**config.mk**
```make
export PLATFORM = sky130hd
export DESIGN_NAME = cbf_top
export DESIGN_NICKNAME = d
export VERILOG_FILES = /design/src/common/cbf_pkg.sv /design/src/design/cbf_blank_gate.sv /design/src/design/cbf_filter.sv /design/src/design/cbf_top.sv
export SDC_FILE = /design/constraint.sdc
export NUM_CORES = 1
export LEC_CHECK = 0
export BUFFER_PORTS_ARGS = -buffer_cell sky130_fd_sc_hd__buf_2
export CORE_MARGIN = 3
export CORE_UTILIZATION = 45
export DETAILED_ROUTE_END_ITERATION = 8
export PLACE_DENSITY = 0.76
export SETUP_SLACK_MARGIN = 0.2
export SKIP_LAST_GASP = 1
export SLEW_MARGIN = 10
export SYNTH_ARGS = -nofsm -noshare
export SYNTH_HDL_FRONTEND = slang
export SYNTH_HIERARCHICAL = 1
export SYNTH_SLANG_ARGS = --single-unit
export TNS_END_PERCENT = 5
```
**constraint.sdc**
```tcl
create_clock -name aclk -period 2.73 [get_ports aclk]
set_input_delay 0 -clock aclk [delete_from_list [all_inputs] [get_ports aclk]]
set_output_delay 0 -clock aclk [all_outputs]
set_load 0.02 [all_outputs]
```
**src/common/cbf_pkg.sv**
```systemverilog
/*
 holds the register map, field positions, reset values and carrier types of
 the comparator blanking filter.
 assumes a 32-bit AXI4-Lite register bus and one 10 MHz clock.
*/
// Summary of operation
// RULE1: the top bit of the mask gating register picks whether low or high comparator states are blanked, and 1 blocks low states.
// RULE2: each true mask input enters the OR gate only while its enable bit (13, 11, 9 for C, B, A) is set.
// RULE3: each inverted mask input enters the OR gate only while its inverted enable bit (12, 10, 8 for C, B, A) is set.
// RULE4: each true mask input enters the AND gate only while its enable bit (5, 3, 1 for C, B, A) is set.
// RULE5: each inverted mask input enters the AND gate only while its inverted enable bit (4, 2, 0 for C, B, A) is set.
// RULE6: the AND result enters the OR gate when bit 6 is set, and its inverse when bit 7 is set.
// RULE7: unused inputs count as one at the AND gate and zero at the OR gate, and the OR output is the blanking signal; code: AND output 0 with no AND input.
// RULE8: the filter enable bit turns the digital filter on, otherwise the comparator output passes unfiltered.
// RULE9: a 3-bit source select picks timer 5 to 2, two PWM sync outputs, the oscillator or the peripheral clock.
// RULE10: a 3-bit divide field scales the chosen filter clock from 1:1 up to 1:128.
// RULE11: each reference control register powers its reference while bit 7 is set.
// RULE12: a 2-bit range select, bits 11 and 5, chooses the reference span and step with the level code.
// RULE13: each mask input is chosen by its own 4-bit selector from sixteen sources.
`default_nettype none
package cbf_pkg;
   localparam logic [7:0] ADDR_MASK_GATE = 8'h00;
   localparam logic [7:0] ADDR_FILTER    = 8'h04;
   localparam logic [7:0] ADDR_REF_ONE   = 8'h08;
   localparam logic [7:0] ADDR_REF_TWO   = 8'h0C;
   localparam logic [7:0] ADDR_MASK_SRC  = 8'h10;
   localparam logic [7:0] ADDR_STATUS    = 8'h14;

   localparam logic [15:0] MASK_GATE_RW = 16'hBFFF;
   localparam logic [15:0] FILTER_RW    = 16'h007F;
   localparam logic [15:0] REF_RW       = 16'h0CFF;
   localparam logic [15:0] MASK_SRC_RW  = 16'h0FFF;
   localparam logic [15:0] REG_RESET    = 16'h0000;

   localparam int BIT_POLARITY   = 15;
   localparam int BIT_OR_C       = 13;
   localparam int BIT_OR_CN      = 12;
   localparam int BIT_OR_B       = 11;
   localparam int BIT_OR_BN      = 10;
   localparam int BIT_OR_A       = 9;
   localparam int BIT_OR_AN      = 8;
   localparam int BIT_AND_INV_OR = 7;
   localparam int BIT_AND_TO_OR  = 6;
   localparam int BIT_AND_C      = 5;
   localparam int BIT_AND_CN     = 4;
   localparam int BIT_AND_B      = 3;
   localparam int BIT_AND_BN     = 2;
   localparam int BIT_AND_A      = 1;
   localparam int BIT_AND_AN     = 0;

   localparam int BIT_FILT_EN    = 3;
   localparam int FILT_SRC_LSB   = 4;
   localparam int FILT_DIV_LSB   = 0;
   localparam int SRC_A_LSB      = 0;
   localparam int SRC_B_LSB      = 4;
   localparam int SRC_C_LSB      = 8;

   localparam int BIT_REF_EN     = 7;
   localparam int BIT_REF_OE     = 6;
   localparam int BIT_RANGE_HI   = 11;
   localparam int BIT_RANGE_LO   = 5;
   localparam int BIT_REF_SS     = 4;
   localparam int BIT_REF_SEL    = 10;
   localparam int LEVEL_LSB      = 0;

   localparam int FILTER_DEPTH   = 3;
   localparam int DIV_WIDTH      = 7;
   localparam int CLOCK_HZ       = 10_000_000;
   localparam int PERIOD_NS      = 1_000_000_000 / CLOCK_HZ;

   localparam logic [1:0] AXI_OKAY   = 2'h0;
   localparam logic [1:0] AXI_SLVERR = 2'h2;

   typedef struct packed {
      logic       power_on;
      logic       level_out_en;
      logic [1:0] range_sel;
      logic       source_sel;
      logic       ext_ref_sel;
      logic [3:0] level_code;
   } cbf_ref_type;

   typedef struct packed {
      logic [3:0] timer_clk;
      logic [1:0] pwm_sync;
      logic       osc_clk;
      logic       periph_clk;
   } cbf_clk_type;
endpackage
`default_nettype wire

```
**src/design/cbf_blank_gate.sv**
```systemverilog
/*
 combines the three mask inputs through the AND and OR gates into the
 blanking signal.
 assumes mask inputs already synchronous to aclk.
*/
`default_nettype none
module cbf_blank_gate (
   input  wire logic [15:0] gate_cfg,
   input  wire logic [2:0]  mask_in,
   output logic             and_gate_result,
   output logic             blank
);
   // mask_in index: 0 = A, 1 = B, 2 = C
   wire logic a_t = gate_cfg[cbf_pkg::BIT_AND_A] ? mask_in[0] : 1'b1;  // RULE4
   wire logic b_t = gate_cfg[cbf_pkg::BIT_AND_B] ? mask_in[1] : 1'b1;  // RULE4
   wire logic c_t = gate_cfg[cbf_pkg::BIT_AND_C] ? mask_in[2] : 1'b1;  // RULE4
   wire logic a_n = gate_cfg[cbf_pkg::BIT_AND_AN] ? ~mask_in[0] : 1'b1; // RULE5
   wire logic b_n = gate_cfg[cbf_pkg::BIT_AND_BN] ? ~mask_in[1] : 1'b1; // RULE5
   wire logic c_n = gate_cfg[cbf_pkg::BIT_AND_CN] ? ~mask_in[2] : 1'b1; // RULE5
   wire logic any_and = |{gate_cfg[cbf_pkg::BIT_AND_C:cbf_pkg::BIT_AND_AN]};
   // an AND gate with no input connected stays low, so it blanks only through bit 7
   assign and_gate_result = any_and & a_t & b_t & c_t & a_n & b_n & c_n; // RULE7

   wire logic or_a  = gate_cfg[cbf_pkg::BIT_OR_A]  &  mask_in[0]; // RULE2
   wire logic or_b  = gate_cfg[cbf_pkg::BIT_OR_B]  &  mask_in[1]; // RULE2
   wire logic or_c  = gate_cfg[cbf_pkg::BIT_OR_C]  &  mask_in[2]; // RULE2
   wire logic or_an = gate_cfg[cbf_pkg::BIT_OR_AN] & ~mask_in[0]; // RULE3
   wire logic or_bn = gate_cfg[cbf_pkg::BIT_OR_BN] & ~mask_in[1]; // RULE3
   wire logic or_cn = gate_cfg[cbf_pkg::BIT_OR_CN] & ~mask_in[2]; // RULE3
   wire logic or_p  = gate_cfg[cbf_pkg::BIT_AND_TO_OR] & and_gate_result; // RULE6
   wire logic or_n  = gate_cfg[cbf_pkg::BIT_AND_INV_OR]
                      & ~and_gate_result; // RULE6
   assign blank = or_a | or_b | or_c | or_an | or_bn | or_cn
                  | or_p | or_n; // RULE7
endmodule
`default_nettype wire

```
**src/design/cbf_filter.sv**
```systemverilog
/*
 digital three-equal-sample filter on the comparator output, sampled on a divided,
 selected clock enable.
 assumes clock sources arrive as levels synchronous to aclk.
*/
`default_nettype none
module cbf_filter #(
   parameter int DEPTH = cbf_pkg::FILTER_DEPTH
) (
   input  wire logic                aclk,
   input  wire logic                aresetn,
   input  wire logic                enable,
   input  wire logic [2:0]          src_sel,
   input  wire logic [2:0]          div_sel,
   input  wire cbf_pkg::cbf_clk_type clk_src,
   input  wire logic                cmp_in,
   output logic                     cmp_out
);
   logic       src_sel_lvl;
   logic       src_prev_reg;
   logic [cbf_pkg::DIV_WIDTH-1:0] div_reg;
   logic [DEPTH-1:0] hist_reg;
   logic       filt_reg;

   // codes 111..100 timers 5..2, 011/010 pwm sync, 001 osc, 000 periph
   always_comb begin // RULE9
      unique case (src_sel)
         3'h7: src_sel_lvl = clk_src.timer_clk[3];
         3'h6: src_sel_lvl = clk_src.timer_clk[2];
         3'h5: src_sel_lvl = clk_src.timer_clk[1];
         3'h4: src_sel_lvl = clk_src.timer_clk[0];
         3'h3: src_sel_lvl = clk_src.pwm_sync[1];
         3'h2: src_sel_lvl = clk_src.pwm_sync[0];
         3'h1: src_sel_lvl = clk_src.osc_clk;
         3'h0: src_sel_lvl = clk_src.periph_clk;
      endcase
   end

   // oscillator and peripheral clock equal aclk here, so they tick each cycle
   wire logic fast_src = (src_sel == 3'h0) || (src_sel == 3'h1);
   wire logic src_tick = fast_src | (src_sel_lvl & ~src_prev_reg);
   wire logic [cbf_pkg::DIV_WIDTH-1:0] div_mask =
      cbf_pkg::DIV_WIDTH'((1 << div_sel) - 1);
   wire logic sample_en = src_tick && ((div_reg & div_mask) == div_mask); // RULE10
   wire logic all_hi = &{hist_reg[DEPTH-2:0], cmp_in};
   wire logic all_lo = ~|{hist_reg[DEPTH-2:0], cmp_in};

   always_ff @(posedge aclk) begin
      if (!aresetn) begin
         src_prev_reg <= 1'b0;
         div_reg      <= '0;
         hist_reg     <= '0;
         filt_reg     <= 1'b0;
      end else begin
         src_prev_reg <= src_sel_lvl;
         if (src_tick)
            div_reg <= div_reg + 1'b1;
         if (sample_en) begin
            hist_reg <= {hist_reg[DEPTH-2:0], cmp_in};
            if (all_hi)
               filt_reg <= 1'b1;
            else if (all_lo)
               filt_reg <= 1'b0;
         end
      end
   end

   assign cmp_out = enable ? filt_reg : cmp_in; // RULE8
endmodule
`default_nettype wire

```
**src/design/cbf_top.sv**
```systemverilog
/*
 comparator blanking filter: AXI4-Lite register file, mask source
 selection, blanking gates, output filter and reference ladder controls.
 assumes all inputs synchronous to aclk; reference outputs go to analogue.
*/
// Added by the designer: the placing of the registers and the AXI4-Lite interface to the registers.
`default_nettype none
module cbf_top (
   input  wire logic                 aclk,
   input  wire logic                 aresetn,
   input  wire logic [7:0]           s_axi_awaddr,
   input  wire logic                 s_axi_awvalid,
   output logic                      s_axi_awready,
   input  wire logic [31:0]          s_axi_wdata,
   input  wire logic [3:0]           s_axi_wstrb,
   input  wire logic                 s_axi_wvalid,
   output logic                      s_axi_wready,
   output logic [1:0]                s_axi_bresp,
   output logic                      s_axi_bvalid,
   input  wire logic                 s_axi_bready,
   input  wire logic [7:0]           s_axi_araddr,
   input  wire logic                 s_axi_arvalid,
   output logic                      s_axi_arready,
   output logic [31:0]               s_axi_rdata,
   output logic [1:0]                s_axi_rresp,
   output logic                      s_axi_rvalid,
   input  wire logic                 s_axi_rready,
   input  wire logic                 cmp_raw,
   input  wire logic [15:0]          mask_sources,
   input  wire cbf_pkg::cbf_clk_type filter_clocks,
   output logic                      cmp_conditioned,
   output logic                      blank_active,
   output cbf_pkg::cbf_ref_type      ref_one,
   output cbf_pkg::cbf_ref_type      ref_two
);
   // -----------------------------------------------------------------
   // register file
   // -----------------------------------------------------------------
   logic [15:0] mask_gate_reg;
   logic [15:0] filter_reg;
   logic [15:0] ref_one_reg;
   logic [15:0] ref_two_reg;
   logic [15:0] mask_src_reg;
   logic [7:0]  awaddr_reg;
   logic        aw_held_reg;
   logic [31:0] wdata_reg;
   logic [3:0]  wstrb_reg;
   logic        w_held_reg;
   logic        bvalid_reg;
   logic [1:0]  bresp_reg;
   logic        rvalid_reg;
   logic [31:0] rdata_reg;
   logic [1:0]  rresp_reg;
   logic        awready_reg;
   logic        wready_reg;
   logic        arready_reg;
   logic        cmp_out_reg;
   logic        blank_reg;
   cbf_pkg::cbf_ref_type ref_one_reg_o;
   cbf_pkg::cbf_ref_type ref_two_reg_o;

   function automatic logic [15:0] merge16(input logic [15:0] old,
                                           input logic [31:0] data,
                                           input logic [3:0]  strb,
                                           input logic [15:0] rw);
      logic [15:0] v;
      v = old;
      if (strb[0])
         v[7:0] = data[7:0];
      if (strb[1])
         v[15:8] = data[15:8];
      return v & rw;
   endfunction

   function automatic cbf_pkg::cbf_ref_type ref_fields(input logic [15:0] r);
      cbf_pkg::cbf_ref_type f;
      f.power_on     = r[cbf_pkg::BIT_REF_EN];                  // RULE11
      f.level_out_en = r[cbf_pkg::BIT_REF_OE];
      f.range_sel    = {r[cbf_pkg::BIT_RANGE_HI],
                        r[cbf_pkg::BIT_RANGE_LO]};              // RULE12
      f.source_sel   = r[cbf_pkg::BIT_REF_SS];
      f.ext_ref_sel  = r[cbf_pkg::BIT_REF_SEL];
      f.level_code   = r[cbf_pkg::LEVEL_LSB +: 4];               // RULE12
      return f;
   endfunction

   function automatic logic addr_known(input logic [7:0] a);
      return (a == cbf_pkg::ADDR_MASK_GATE) || (a == cbf_pkg::ADDR_FILTER)
          || (a == cbf_pkg::ADDR_REF_ONE)   || (a == cbf_pkg::ADDR_REF_TWO)
          || (a == cbf_pkg::ADDR_MASK_SRC)  || (a == cbf_pkg::ADDR_STATUS);
   endfunction

   // -----------------------------------------------------------------
   // write channel: address and data taken in either order
   // -----------------------------------------------------------------
   wire logic        aw_take = s_axi_awvalid && awready_reg;
   wire logic        w_take  = s_axi_wvalid && wready_reg;
   wire logic        aw_have = aw_held_reg || aw_take;
   wire logic        w_have  = w_held_reg || w_take;
   wire logic        wr_go   = aw_have && w_have && !bvalid_reg;
   wire logic [7:0]  wr_addr = aw_held_reg ? awaddr_reg : s_axi_awaddr;
   wire logic [31:0] wr_data = w_held_reg ? wdata_reg : s_axi_wdata;
   wire logic [3:0]  wr_strb = w_held_reg ? wstrb_reg : s_axi_wstrb;
   wire logic        bv_next = wr_go || (bvalid_reg && !s_axi_bready);
   wire logic        wr_ok   = addr_known(wr_addr)
                               && (wr_addr != cbf_pkg::ADDR_STATUS);

   always_ff @(posedge aclk) begin
      if (!aresetn) begin
         aw_held_reg <= 1'b0;
         w_held_reg  <= 1'b0;
         awready_reg <= 1'b1;
         wready_reg  <= 1'b1;
         awaddr_reg  <= 8'h00;
         wdata_reg   <= 32'h00000000;
         wstrb_reg   <= 4'h0;
         bvalid_reg  <= 1'b0;
         bresp_reg   <= cbf_pkg::AXI_OKAY;
      end else begin
         if (aw_take) begin
            awaddr_reg <= s_axi_awaddr;
         end
         if (w_take) begin
            wdata_reg <= s_axi_wdata;
            wstrb_reg <= s_axi_wstrb;
         end
         aw_held_reg <= aw_have && !wr_go;
         w_held_reg  <= w_have && !wr_go;
         // ready mirrors "nothing held, no response due" from a flop
         awready_reg <= !(aw_have && !wr_go) && !bv_next;
         wready_reg  <= !(w_have && !wr_go) && !bv_next;
         if (wr_go) begin
            bvalid_reg <= 1'b1;
            bresp_reg  <= wr_ok ? cbf_pkg::AXI_OKAY : cbf_pkg::AXI_SLVERR;
         end else if (s_axi_bready) begin
            bvalid_reg <= 1'b0;
         end
      end
   end

   wire logic wr_gate = wr_go && (wr_addr == cbf_pkg::ADDR_MASK_GATE);
   wire logic wr_filt = wr_go && (wr_addr == cbf_pkg::ADDR_FILTER);
   wire logic wr_ref1 = wr_go && (wr_addr == cbf_pkg::ADDR_REF_ONE);
   wire logic wr_ref2 = wr_go && (wr_addr == cbf_pkg::ADDR_REF_TWO);
   wire logic wr_msrc = wr_go && (wr_addr == cbf_pkg::ADDR_MASK_SRC);

   always_ff @(posedge aclk) begin
      if (!aresetn) begin
         mask_gate_reg <= cbf_pkg::REG_RESET;
         filter_reg    <= cbf_pkg::REG_RESET;
         ref_one_reg   <= cbf_pkg::REG_RESET;
         ref_two_reg   <= cbf_pkg::REG_RESET;
         mask_src_reg  <= cbf_pkg::REG_RESET;
      end else begin
         if (wr_gate)
            mask_gate_reg <= merge16(mask_gate_reg, wr_data, wr_strb,
                                     cbf_pkg::MASK_GATE_RW);
         if (wr_filt)
            filter_reg <= merge16(filter_reg, wr_data, wr_strb,
                                  cbf_pkg::FILTER_RW);
         if (wr_ref1)
            ref_one_reg <= merge16(ref_one_reg, wr_data, wr_strb,
                                   cbf_pkg::REF_RW);
         if (wr_ref2)
            ref_two_reg <= merge16(ref_two_reg, wr_data, wr_strb,
                                   cbf_pkg::REF_RW);
         if (wr_msrc)
            mask_src_reg <= merge16(mask_src_reg, wr_data, wr_strb,
                                    cbf_pkg::MASK_SRC_RW);
      end
   end

   // -----------------------------------------------------------------
   // read channel: one cycle after the address is taken
   // -----------------------------------------------------------------
   wire logic ar_take = s_axi_arvalid && arready_reg;
   wire logic [15:0] status_word = {13'h0000, blank_reg, cmp_raw,
                                    cmp_out_reg};
   logic [15:0] rd_word;
   always_comb begin
      unique case (s_axi_araddr)
         cbf_pkg::ADDR_MASK_GATE: rd_word = mask_gate_reg;
         cbf_pkg::ADDR_FILTER:    rd_word = filter_reg;
         cbf_pkg::ADDR_REF_ONE:   rd_word = ref_one_reg;
         cbf_pkg::ADDR_REF_TWO:   rd_word = ref_two_reg;
         cbf_pkg::ADDR_MASK_SRC:  rd_word = mask_src_reg;
         cbf_pkg::ADDR_STATUS:    rd_word = status_word;
         default:                 rd_word = 16'h0000;
      endcase
   end

   always_ff @(posedge aclk) begin
      if (!aresetn) begin
         rvalid_reg <= 1'b0;
         rdata_reg  <= 32'h00000000;
         rresp_reg  <= cbf_pkg::AXI_OKAY;
      end else if (ar_take) begin
         rvalid_reg <= 1'b1;
         rdata_reg  <= {16'h0000, rd_word};
         rresp_reg  <= addr_known(s_axi_araddr) ? cbf_pkg::AXI_OKAY
                                                : cbf_pkg::AXI_SLVERR;
      end else if (s_axi_rready) begin
         rvalid_reg <= 1'b0;
      end
   end

   always_ff @(posedge aclk) begin
      if (!aresetn)
         arready_reg <= 1'b1;
      else
         arready_reg <= !ar_take && !(rvalid_reg && !s_axi_rready);
   end

   // -----------------------------------------------------------------
   // mask selection, blanking and filter
   // -----------------------------------------------------------------
   wire logic [3:0] sel_a = mask_src_reg[cbf_pkg::SRC_A_LSB +: 4];
   wire logic [3:0] sel_b = mask_src_reg[cbf_pkg::SRC_B_LSB +: 4];
   wire logic [3:0] sel_c = mask_src_reg[cbf_pkg::SRC_C_LSB +: 4];
   wire logic [2:0] mask_in = {mask_sources[sel_c], mask_sources[sel_b],
                               mask_sources[sel_a]}; // RULE13
   logic and_unused;
   logic blank_now;
   logic cmp_filtered;

   cbf_blank_gate u_gate (
      .gate_cfg        (mask_gate_reg),
      .mask_in         (mask_in),
      .and_gate_result (and_unused),
      .blank           (blank_now)
   );

   cbf_filter u_filter (
      .aclk    (aclk),
      .aresetn (aresetn),
      .enable  (filter_reg[cbf_pkg::BIT_FILT_EN]),
      .src_sel (filter_reg[cbf_pkg::FILT_SRC_LSB +: 3]),
      .div_sel (filter_reg[cbf_pkg::FILT_DIV_LSB +: 3]),
      .clk_src (filter_clocks),
      .cmp_in  (cmp_raw),
      .cmp_out (cmp_filtered)
   );

   // blanking forces the opposite of the suppressed level; holding the
   // last passed value could leave a suppressed level standing
   wire logic cmp_block = mask_gate_reg[cbf_pkg::BIT_POLARITY]; // RULE1

   always_ff @(posedge aclk) begin
      if (!aresetn) begin
         cmp_out_reg   <= 1'b0;
         blank_reg     <= 1'b0;
         ref_one_reg_o <= '0;
         ref_two_reg_o <= '0;
      end else begin
         cmp_out_reg   <= blank_now ? cmp_block : cmp_filtered; // RULE1
         blank_reg     <= blank_now;                            // RULE7
         ref_one_reg_o <= ref_fields(ref_one_reg);              // RULE11
         ref_two_reg_o <= ref_fields(ref_two_reg);              // RULE11
      end
   end

   assign s_axi_awready   = awready_reg;
   assign s_axi_wready    = wready_reg;
   assign s_axi_bvalid    = bvalid_reg;
   assign s_axi_bresp     = bresp_reg;
   assign s_axi_arready   = arready_reg;
   assign s_axi_rvalid    = rvalid_reg;
   assign s_axi_rdata     = rdata_reg;
   assign s_axi_rresp     = rresp_reg;
   assign cmp_conditioned = cmp_out_reg;
   assign blank_active    = blank_reg;
   assign ref_one         = ref_one_reg_o;
   assign ref_two         = ref_two_reg_o;
endmodule
`default_nettype wire

```
==> flow_metrics.tcl, run 1 <==
set metrics [dict create \
    worstHoldStart "s_axi_araddr[6]" \
    place_congestion 0.919 \
    cts_tree "done" \
    hold_depth 5 \
    placed_cell_area_mm2 0.00682 \
    clock_skew_ps 11.9 \
    design_area_mm2 0.00781 \
    synth_edf_count 0 \
    dpl.hpwl_um 11300 \
    layout_setup_ws_ps 306 \
    cp-start-kind "register" \
    ios 147 \
    async_flop_share_pct 0 \
    grt_max_degree 83 \
    start_util_pct 46.5 \
    crit_type "reg -> reg" \
    avgSynthCellArea_um2 9.36 \
    dieArea_mm2 0.0152 \
    first_iter_violations 609 \
    grt_usage_pct 22.1 \
    r2r_cells 8 \
    overflow 0 \
    yosys-top-cells-count "136 x dfxtp_1, 110 x nand2_1, 61 x mux2i_1" \
    synth_ff_type "dfxtp_1" \
    synth_seq_cells 136 \
    area_delta_synth_final_pct 25.7 \
    ys_top_cells_by_area "dfxtp_1 44%, mux2i_1 9.8%, nand2_1 6.7%" \
    required_ps 3010 \
    route.vias.total 5366 \
    finalMaxSlewViolations 0 \
    die_x_um 123 \
    htree_levels 4 \
    period_minus_slack_ps 2420 \
    synth_area_mm2 0.00621 \
    routed_wl_um 16600 \
    avgViaCountPerCell 5.42 \
    cts-root-buf "clkbuf_16" \
    final_hold_viol_count 0 \
    syn_inst 663 \
    clkSlewWorstSetupHoldPaths_ps 60 \
    regToRegStartpoint "mask_src_reg[4]" \
    yosysTopAreaCell "dfxtp_1" \
    slew-limit-headroom_pct 56.8 \
    cts_made_buffers 17 \
    crit_path_end_kind "register" \
    core_mm2 0.0133 \
    tightest_slew_ps 648 \
    hold_path.class "in -> reg" \
    wl_per_cell_um 16.7 \
    die_h_um 123 \
    pre_cts_ws_ps 141 \
    grt_pass1_vias 5035 \
    yosys.cell_count.top_type "dfxtp_1" \
    synth_top_area_share_pct 43.9 \
    power_density_mw_per_mm2 617 \
    r2r_slack_ps 310 \
    clock.fmax_mhz 413 \
    yosysSeqAreaShare_pct 43.9 \
    cap_violations 0 \
    cts_buffer_depth 2 \
    ant_nets 0 \
    layout-drive-gt1-share_pct 25.6 \
    finalNetCount 886 \
    nFillCells 1133 \
    crit_path_start "mask_src_reg[4]" \
    status "completed" \
    total_leakage_power_uw 0.00340 \
    fin_setup_tns_ps 0 \
    dp_cells 919 \
    worstPathArrival_ps 2710 \
    period_share_pct 88.8 \
    post-route-drc-count 0 \
    r2r_end "cmp_conditioned" \
    clock_latency_ps 420 \
    final_cells 990 \
    setup_viol 0 \
    yosysWarnings 6 \
    antenna_found_initial 0 \
    vdd.ir_drop.worst_mv 0.410 \
    ys_types 57 \
    whs_endpoint "s_axi_rdata[6]" \
    grt_pass1_wl_um 26000 \
    rows 42 \
    fin_hold_ws_ps 79.1 \
    path_max_fanout 6 \
    num_antenna_cells 0 \
    clock-sinks 136 \
    io_buffers 108 \
    drtPass1Iterations 5 \
    rsz0062_at_grt "no" \
]
[cells in the final DEF (no fill, tap or decap), drive strengths merged, types with 2 or more instances in the layout]
cell	synthesis	final
dfxtp	136	136
buf	31	118
nand2	110	110
mux2i	61	61
a21oi	42	42
dlygate4sd3	0	38
nand3	35	35
o21ai	34	34
nor2	29	29
inv	21	26
mux2	23	23
conb	1	19
mux4	17	17
clkbuf	24	17
a22oi	16	16
and2	11	11
or3	9	9
nor3	9	9
nor2b	7	7
clkinv	0	7
o22ai	5	5
or4	4	4
a31oi	4	4
o2111ai	4	4
o31ai	3	3
and3	3	3
a32o	2	2
bufinv	0	2
nand2b	2	2
a211oi	2	2
nand4	2	2
and4	2	2
[final cells by class]
class                      instances  area (µm²)  share of cell area [%]
tap                              176         220                    2.82
inverter                          21        78.8                    1.01
clock buffer                      17         425                    5.45
timing repair buffer             156        1010                    12.9
clock inverter                    15         165                    2.12
sequential                       136        2730                    35.0
multi-input combinational        469        3180                    40.7
[logic make-up after synthesis]
logic type,count (synthesis),share of synthesized area (%)
buf+inv,76,6.13
fa+ha+maj,1,0.201
compound gates,118,11.6
flops,136,43.9
simple gates,229,17.9
other cells,1,0.0604
xor+xnor,1,0.141
mux,101,20.2
[metrics by stage]
step,util (%),power (µW)
finish,58.5,4810
detailed placement,51.1,2530
global placement,51.1,2530
CTS,58.4,4840
global route,58.5,4980
floorplan,-,2410
[power breakdown]
group          total [µW]  internal [µW]  switching [µW]  leakage, µW
sequential           2070           2030            40.8      0.00111
combinational         476            198             277      0.00201
clock                2270           1360             908     0.000289
[worst max-delay path by stage]
stage	to	slack (ps)	cells past startpoint
finish	cmp_conditioned	310	8
detailed placement	cmp_conditioned	140	8
global placement	cmp_conditioned	170	8
floorplan	cmp_conditioned	200	9
CTS	cmp_conditioned	220	8
global route	cmp_conditioned	200	9
[layer usage]
layer	vias to the layer above	GRT usage, %	wire length, µm
met5	-	0	0
met4	0	6.99	362
met3	34	4.85	1240
met2	209	35.3	7830
met1	2527	29.9	7130
li1	2596	-	-
[worst max-delay path, cell delays in order (launching register included)]
cell and delay (ps):
dfxtp_4 400, mux4_2 500, mux4_2 530, mux2i_1 160, and3_4 180, and2_4 150
o21ai_2 130, mux2i_1 190, nor2_1 50
[what timing repair did]
action,CTS,global route
resized for setup,3,3
endpoints found under the setup margin,1,1
hold buffers,38,0
endpoints found under the hold margin,36,0
cloned,0,0
buffers inserted,0,1
pin swaps,0,1
(Power assumes the default switching activity.)
==> run 2: changes to the inputs <==
Settings changed: PLACE_DENSITY 0.76 to 0.74.
Clock period 2.73 ns to 2.49 ns, I/O delays scaled along.
==> run 2 against run 1 <==
Net effect:
- total power grew 7.7%
- combinational power up 8.8%
- sequential power up 9.7%
==> flow_metrics.tcl, run 2 (synthesis gave the netlist of run 1 again) <==
set metrics [dict create \
    clock_skew_ps 5.85 \
    dpl.hpwl_um 11800 \
    setup_viol 0 \
    first_iter_violations 412 \
    final_cell_mix "133 x dfxtp_1, 110 x nand2_1, 108 x buf_2, 61 x mux2i_1, 42 x a21oi_1" \
    combPwrFrac_pct 10.0 \
    routed_wl_um 16600 \
    design_area_mm2 0.00779 \
    r2r_cells 8 \
    swShare_pct 23.2 \
    grt_max_degree 52 \
    r2r_slack_ps 90 \
    p_sw_uw 1200 \
    finalMaxSlewViolations 0 \
    worstPathArrival_ps 2690 \
    layout_setup_ws_ps 90.4 \
    rows 42 \
    path_max_fanout 6 \
    vdd.ir_drop.worst_mv 0.470 \
    mostFrequentLayoutCell "dfxtp_1" \
    num_antenna_cells 0 \
    io_buffers 108 \
    place_congestion 0.904 \
    required_ps 2780 \
    antenna_found_initial 0 \
    finalNetCount 888 \
    p_int_uw 3980 \
    area_delta_synth_final_pct 25.5 \
    crit_path_end_kind "register" \
    placed_cell_area_mm2 0.00683 \
    seq_power_share_pct 43.7 \
    cp-start-kind "register" \
    cts_setup_buffers 0 \
    status "completed" \
    core_mm2 0.0133 \
    regToRegStartpoint "mask_src_reg[4]" \
    drtPass1Iterations 5 \
    ant_nets 0 \
    fin_hold_ws_ps 22.4 \
    slew-limit-headroom_pct 55.2 \
    clkSlewWorstSetupHoldPaths_ps 50 \
    clock_latency_ps 410 \
    die_x_um 123 \
    grt_usage_pct 22.5 \
    pre_cts_ws_ps -42.7 \
    cts_tree "done" \
    dieArea_mm2 0.0152 \
    power_density_mw_per_mm2 666 \
    final_hold_viol_count 0 \
    cts_made_buffers 17 \
    crit_path_start "mask_src_reg[4]" \
    post-route-drc-count 0 \
    avgViaCountPerCell 5.43 \
    period_share_pct 96.4 \
    ios 147 \
    cap_violations 0 \
    period_minus_slack_ps 2400 \
    cts_buffer_depth 2 \
    crit_type "reg -> reg" \
    wl_per_cell_um 16.8 \
    r2r_end "cmp_conditioned" \
    hold_path.class "in -> reg" \
    start_util_pct 46.5 \
    clock.fmax_mhz 417 \
    total_leakage_power_uw 0.00340 \
    clock-sinks 136 \
    clockPowerShare_pct 46.3 \
    htree_levels 4 \
    p_total_uw 5180 \
    overflow 0 \
    tightest_slew_ps 673 \
    route.vias.total 5368 \
    layout-drive-gt1-share_pct 25.1 \
    die_h_um 123 \
    grt_pass1_wl_um 26300 \
    crit_end "cmp_conditioned" \
    grt_pass1_vias 5174 \
    rsz0062_at_grt "yes" \
    cts-root-buf "clkbuf_16" \
]
run 2: cell count changes in the layout (fill, tap and decap cells not counted), sizes merged:
cell	delta
clkinvlp	-1
inv	-5
bufinv	-1
clkbuf	+10
buf	+2
clkinv	-6
run 2: final cells by class:
cell class	instances	area, µm²
well taps	176	220
fillers	1177	5560
repair buffers	158	1010
multi-input cells	469	3180
flip-flops and latches	136	2730
clock inverters	2	35.0
clock buffers	27	533
inverters	21	78.8
run 2: how the worst min path moves through the flow:
stage | end | from | cells after the start | slack, ps
after detailed placement | s_axi_arready | s_axi_rready | 3 | 250
final | cmp_conditioned | aresetn | 3 | 20
after CTS | s_axi_rdata[13] | aresetn | 3 | 10
after global placement | s_axi_arready | s_axi_rready | 3 | 250
after floorplan | s_axi_rresp[1] | s_axi_arvalid | 1 | 120
after global routing | s_axi_bvalid | aresetn | 3 | 40
run 2: what timing repair did:
item                       CTS  global route
cloned                       0             0
pin swaps                    0             4
hold buffers                38             0
gates resized for setup      6             0
setup endpoints to repair    2             2
hold endpoints to repair    37             0
run 2: per-layer routing:
metal / wire [µm] / global-route usage, %
met1: 7350 / 30.4
met2: 7500 / 34.8
met3: 1340 / 6.13
met4: 385 / 8.03
met5: 0 / 0
run 2: power by group through the flow:
stage | clock [µW] | sequential (µW) | combinational (µW)
2_1_floorplan | 0 | 2310 | 324
5_1_grt | 2520 | 2270 | 565
3_3_place_gp | 0 | 2310 | 457
6_report | 2400 | 2270 | 518
3_5_place_dp | 0 | 2320 | 460
4_1_cts | 2420 | 2270 | 511
run 2: critical path: stages (launching register included):
cell,delay (ps)
dfxtp_4,390
mux4_2,510
mux4_2,520
mux2i_1,140
and3_4,180
and2_4,130
o21ai_2,150
mux2i_1,190
nor2_1,60
run 2: per-stage QoR:
stage               TNS, ps  instances  utilization [%]
floorplan                 0        681                -
global placement          0        922             51.2
detailed placement    -42.7        922             51.2
CTS                       0        989             58.4
global route          -46.5        989             58.4
finish                    0        989             58.4
==> run 3: changes to the inputs <==
Settings changed: CORE_MARGIN 3 to 1.
==> run 3 against run 2 <==
Net effect:
- via count shrank 0.84%
- critical endpoint unchanged
- die area fell by 6.4%
- first-iteration DRC count down 15%
- sequential power about the same
- clock skew is 1.6 ps higher
- largest power group unchanged
- register-to-register slack hardly changed
- clock power is 3% higher
- critical path type unchanged
- non-clock buffer count up 4
==> flow_metrics.tcl, run 3 (synthesis gave the netlist of run 1 again) <==
set metrics [dict create \
    clkSlewWorstSetupHoldPaths_ps 60 \
    whs_endpoint "s_axi_awready" \
    worstHoldStart "s_axi_awvalid" \
    total_leakage_power_uw 0.00343 \
    design_area_mm2 0.00785 \
    htree_levels 4 \
    swShare_pct 23.6 \
    regToRegStartpoint "mask_src_reg[4]" \
    die_h_um 119 \
    drtPass1Iterations 5 \
    period_minus_slack_ps 2400 \
    avgViaCountPerCell 5.34 \
    r2r_end "cmp_conditioned" \
    cp-start-kind "register" \
    antenna_found_initial 0 \
    cts-root-buf "clkbuf_16" \
    routed_wl_um 16000 \
    hold_depth 4 \
    overflow 0 \
    mostFrequentLayoutCell "dfxtp_1" \
    vdd.ir_drop.worst_mv 0.528 \
    required_ps 2780 \
    power_density_mw_per_mm2 670 \
    final_util_pct 58.8 \
    core_mm2 0.0133 \
    die_x_um 119 \
    final_cell_mix "133 x dfxtp_1, 110 x nand2_1, 108 x buf_2, 61 x mux2i_1, 42 x a21oi_1" \
    place_congestion 0.878 \
    layout-drive-gt1-share_pct 25.5 \
    start_util_pct 46.5 \
    clock-sinks 136 \
    combPwrFrac_pct 9.9 \
    ios 147 \
    cts_buffer_depth 2 \
    wl_per_cell_um 16.1 \
    dpl.hpwl_um 11300 \
    route.vias.total 5323 \
    status "completed" \
    clock_skew_ps 7.48 \
    finalNetCount 892 \
    cap_violations 0 \
    tightest_slew_ps 643 \
    grt_pass1_wl_um 26000 \
    rows 42 \
    path_max_fanout 6 \
    cts_tree "done" \
    io_buffers 108 \
    crit_path_end_kind "register" \
    slew-limit-headroom_pct 56.8 \
    rsz0062_at_grt "yes" \
    setup_viol 0 \
    num_antenna_cells 0 \
    seq_power_share_pct 43.1 \
    grt_pass1_vias 4947 \
    grt_usage_pct 23.7 \
    p_sw_uw 1240 \
    clock_latency_ps 420 \
    first_iter_violations 350 \
    crit_type "reg -> reg" \
    hold_path.class "in -> reg" \
    area_delta_synth_final_pct 26.4 \
    worstPathArrival_ps 2690 \
    dieArea_mm2 0.0143 \
    p_int_uw 4020 \
    period_share_pct 96.4 \
    placed_cell_area_mm2 0.00684 \
    final_hold_viol_count 0 \
    finalMaxSlewViolations 0 \
    cts_made_buffers 17 \
    clock.fmax_mhz 416 \
    r2r_slack_ps 90 \
    grt_max_degree 44 \
    r2r_cells 8 \
    clockPowerShare_pct 47.0 \
    post-route-drc-count 0 \
    ant_nets 0 \
]
## run 3: through the flow
| step | TNS [ps] | instances | hold slack, ps | power (µW) | worst slack (ps) |
|---|---|---|---|---|---|
| 6_report | 0 | 996 | 79.2 | 5250 | 88.8 |
| 5_1_grt | -6.71 | 996 | 108 | 5460 | -6.71 |
| 4_1_cts | 0 | 996 | 62.0 | 5280 | 90.7 |
| 3_5_place_dp | -76.8 | 923 | 247 | 2780 | -76.8 |
| 3_3_place_gp | 0 | 923 | 253 | 2770 | 0.155 |
| 2_1_floorplan | 0 | 681 | 116 | 2640 | 142 |
## run 3: power groups by stage
stage / registers [µW] / clock network (µW) / logic [µW]
final: 2270 / 2470 / 522
after global routing: 2270 / 2620 / 570
after CTS: 2260 / 2500 / 514
after detailed placement: 2310 / 0 / 462
after global placement: 2310 / 0 / 460
after floorplan: 2310 / 0 / 324
## run 3: metal layers
layer	global-route usage, %	part of all wire [%]
met1	33.0	47
met2	34.6	44
met3	6.90	7.1
met4	8.36	1.7
met5	0	0
## run 3: cell type report
class | count | area, µm²
multi-input combinational | 469 | 3180
sequential | 136 | 2730
timing repair buffer | 162 | 1050
tap | 176 | 220
clock buffer | 24 | 492
clock inverter | 8 | 93.8
fill | 1136 | 5500
inverter | 21 | 78.8
## run 3: worst max path at each step
stage                                from              end  slack (ps)
final                     mask_src_reg[4]  cmp_conditioned          90
after global routing      mask_src_reg[4]  cmp_conditioned          -7
after CTS                 mask_src_reg[8]  cmp_conditioned          90
after detailed placement  mask_src_reg[4]  cmp_conditioned         -80
after global placement    mask_src_reg[4]  cmp_conditioned         0.2
after floorplan           mask_src_reg[0]  cmp_conditioned         140
## run 3: critical path, cell delays in order (launching register included)
cell,delay [ps]
dfxtp_4,390
mux4_2,500
mux4_2,540
mux2i_1,140
and3_4,180
and2_4,130
o21ai_2,160
mux2i_1,190
nor2_1,50
## run 3: what timing repair did
action / in CTS / in global routing
endpoints found under the hold margin: 38 / 0
gates resized for setup: 6 / 1
setup buffers: 1 / 0
pin swaps: 3 / 1
hold buffers: 40 / 0
setup endpoints to repair: 2 / 2
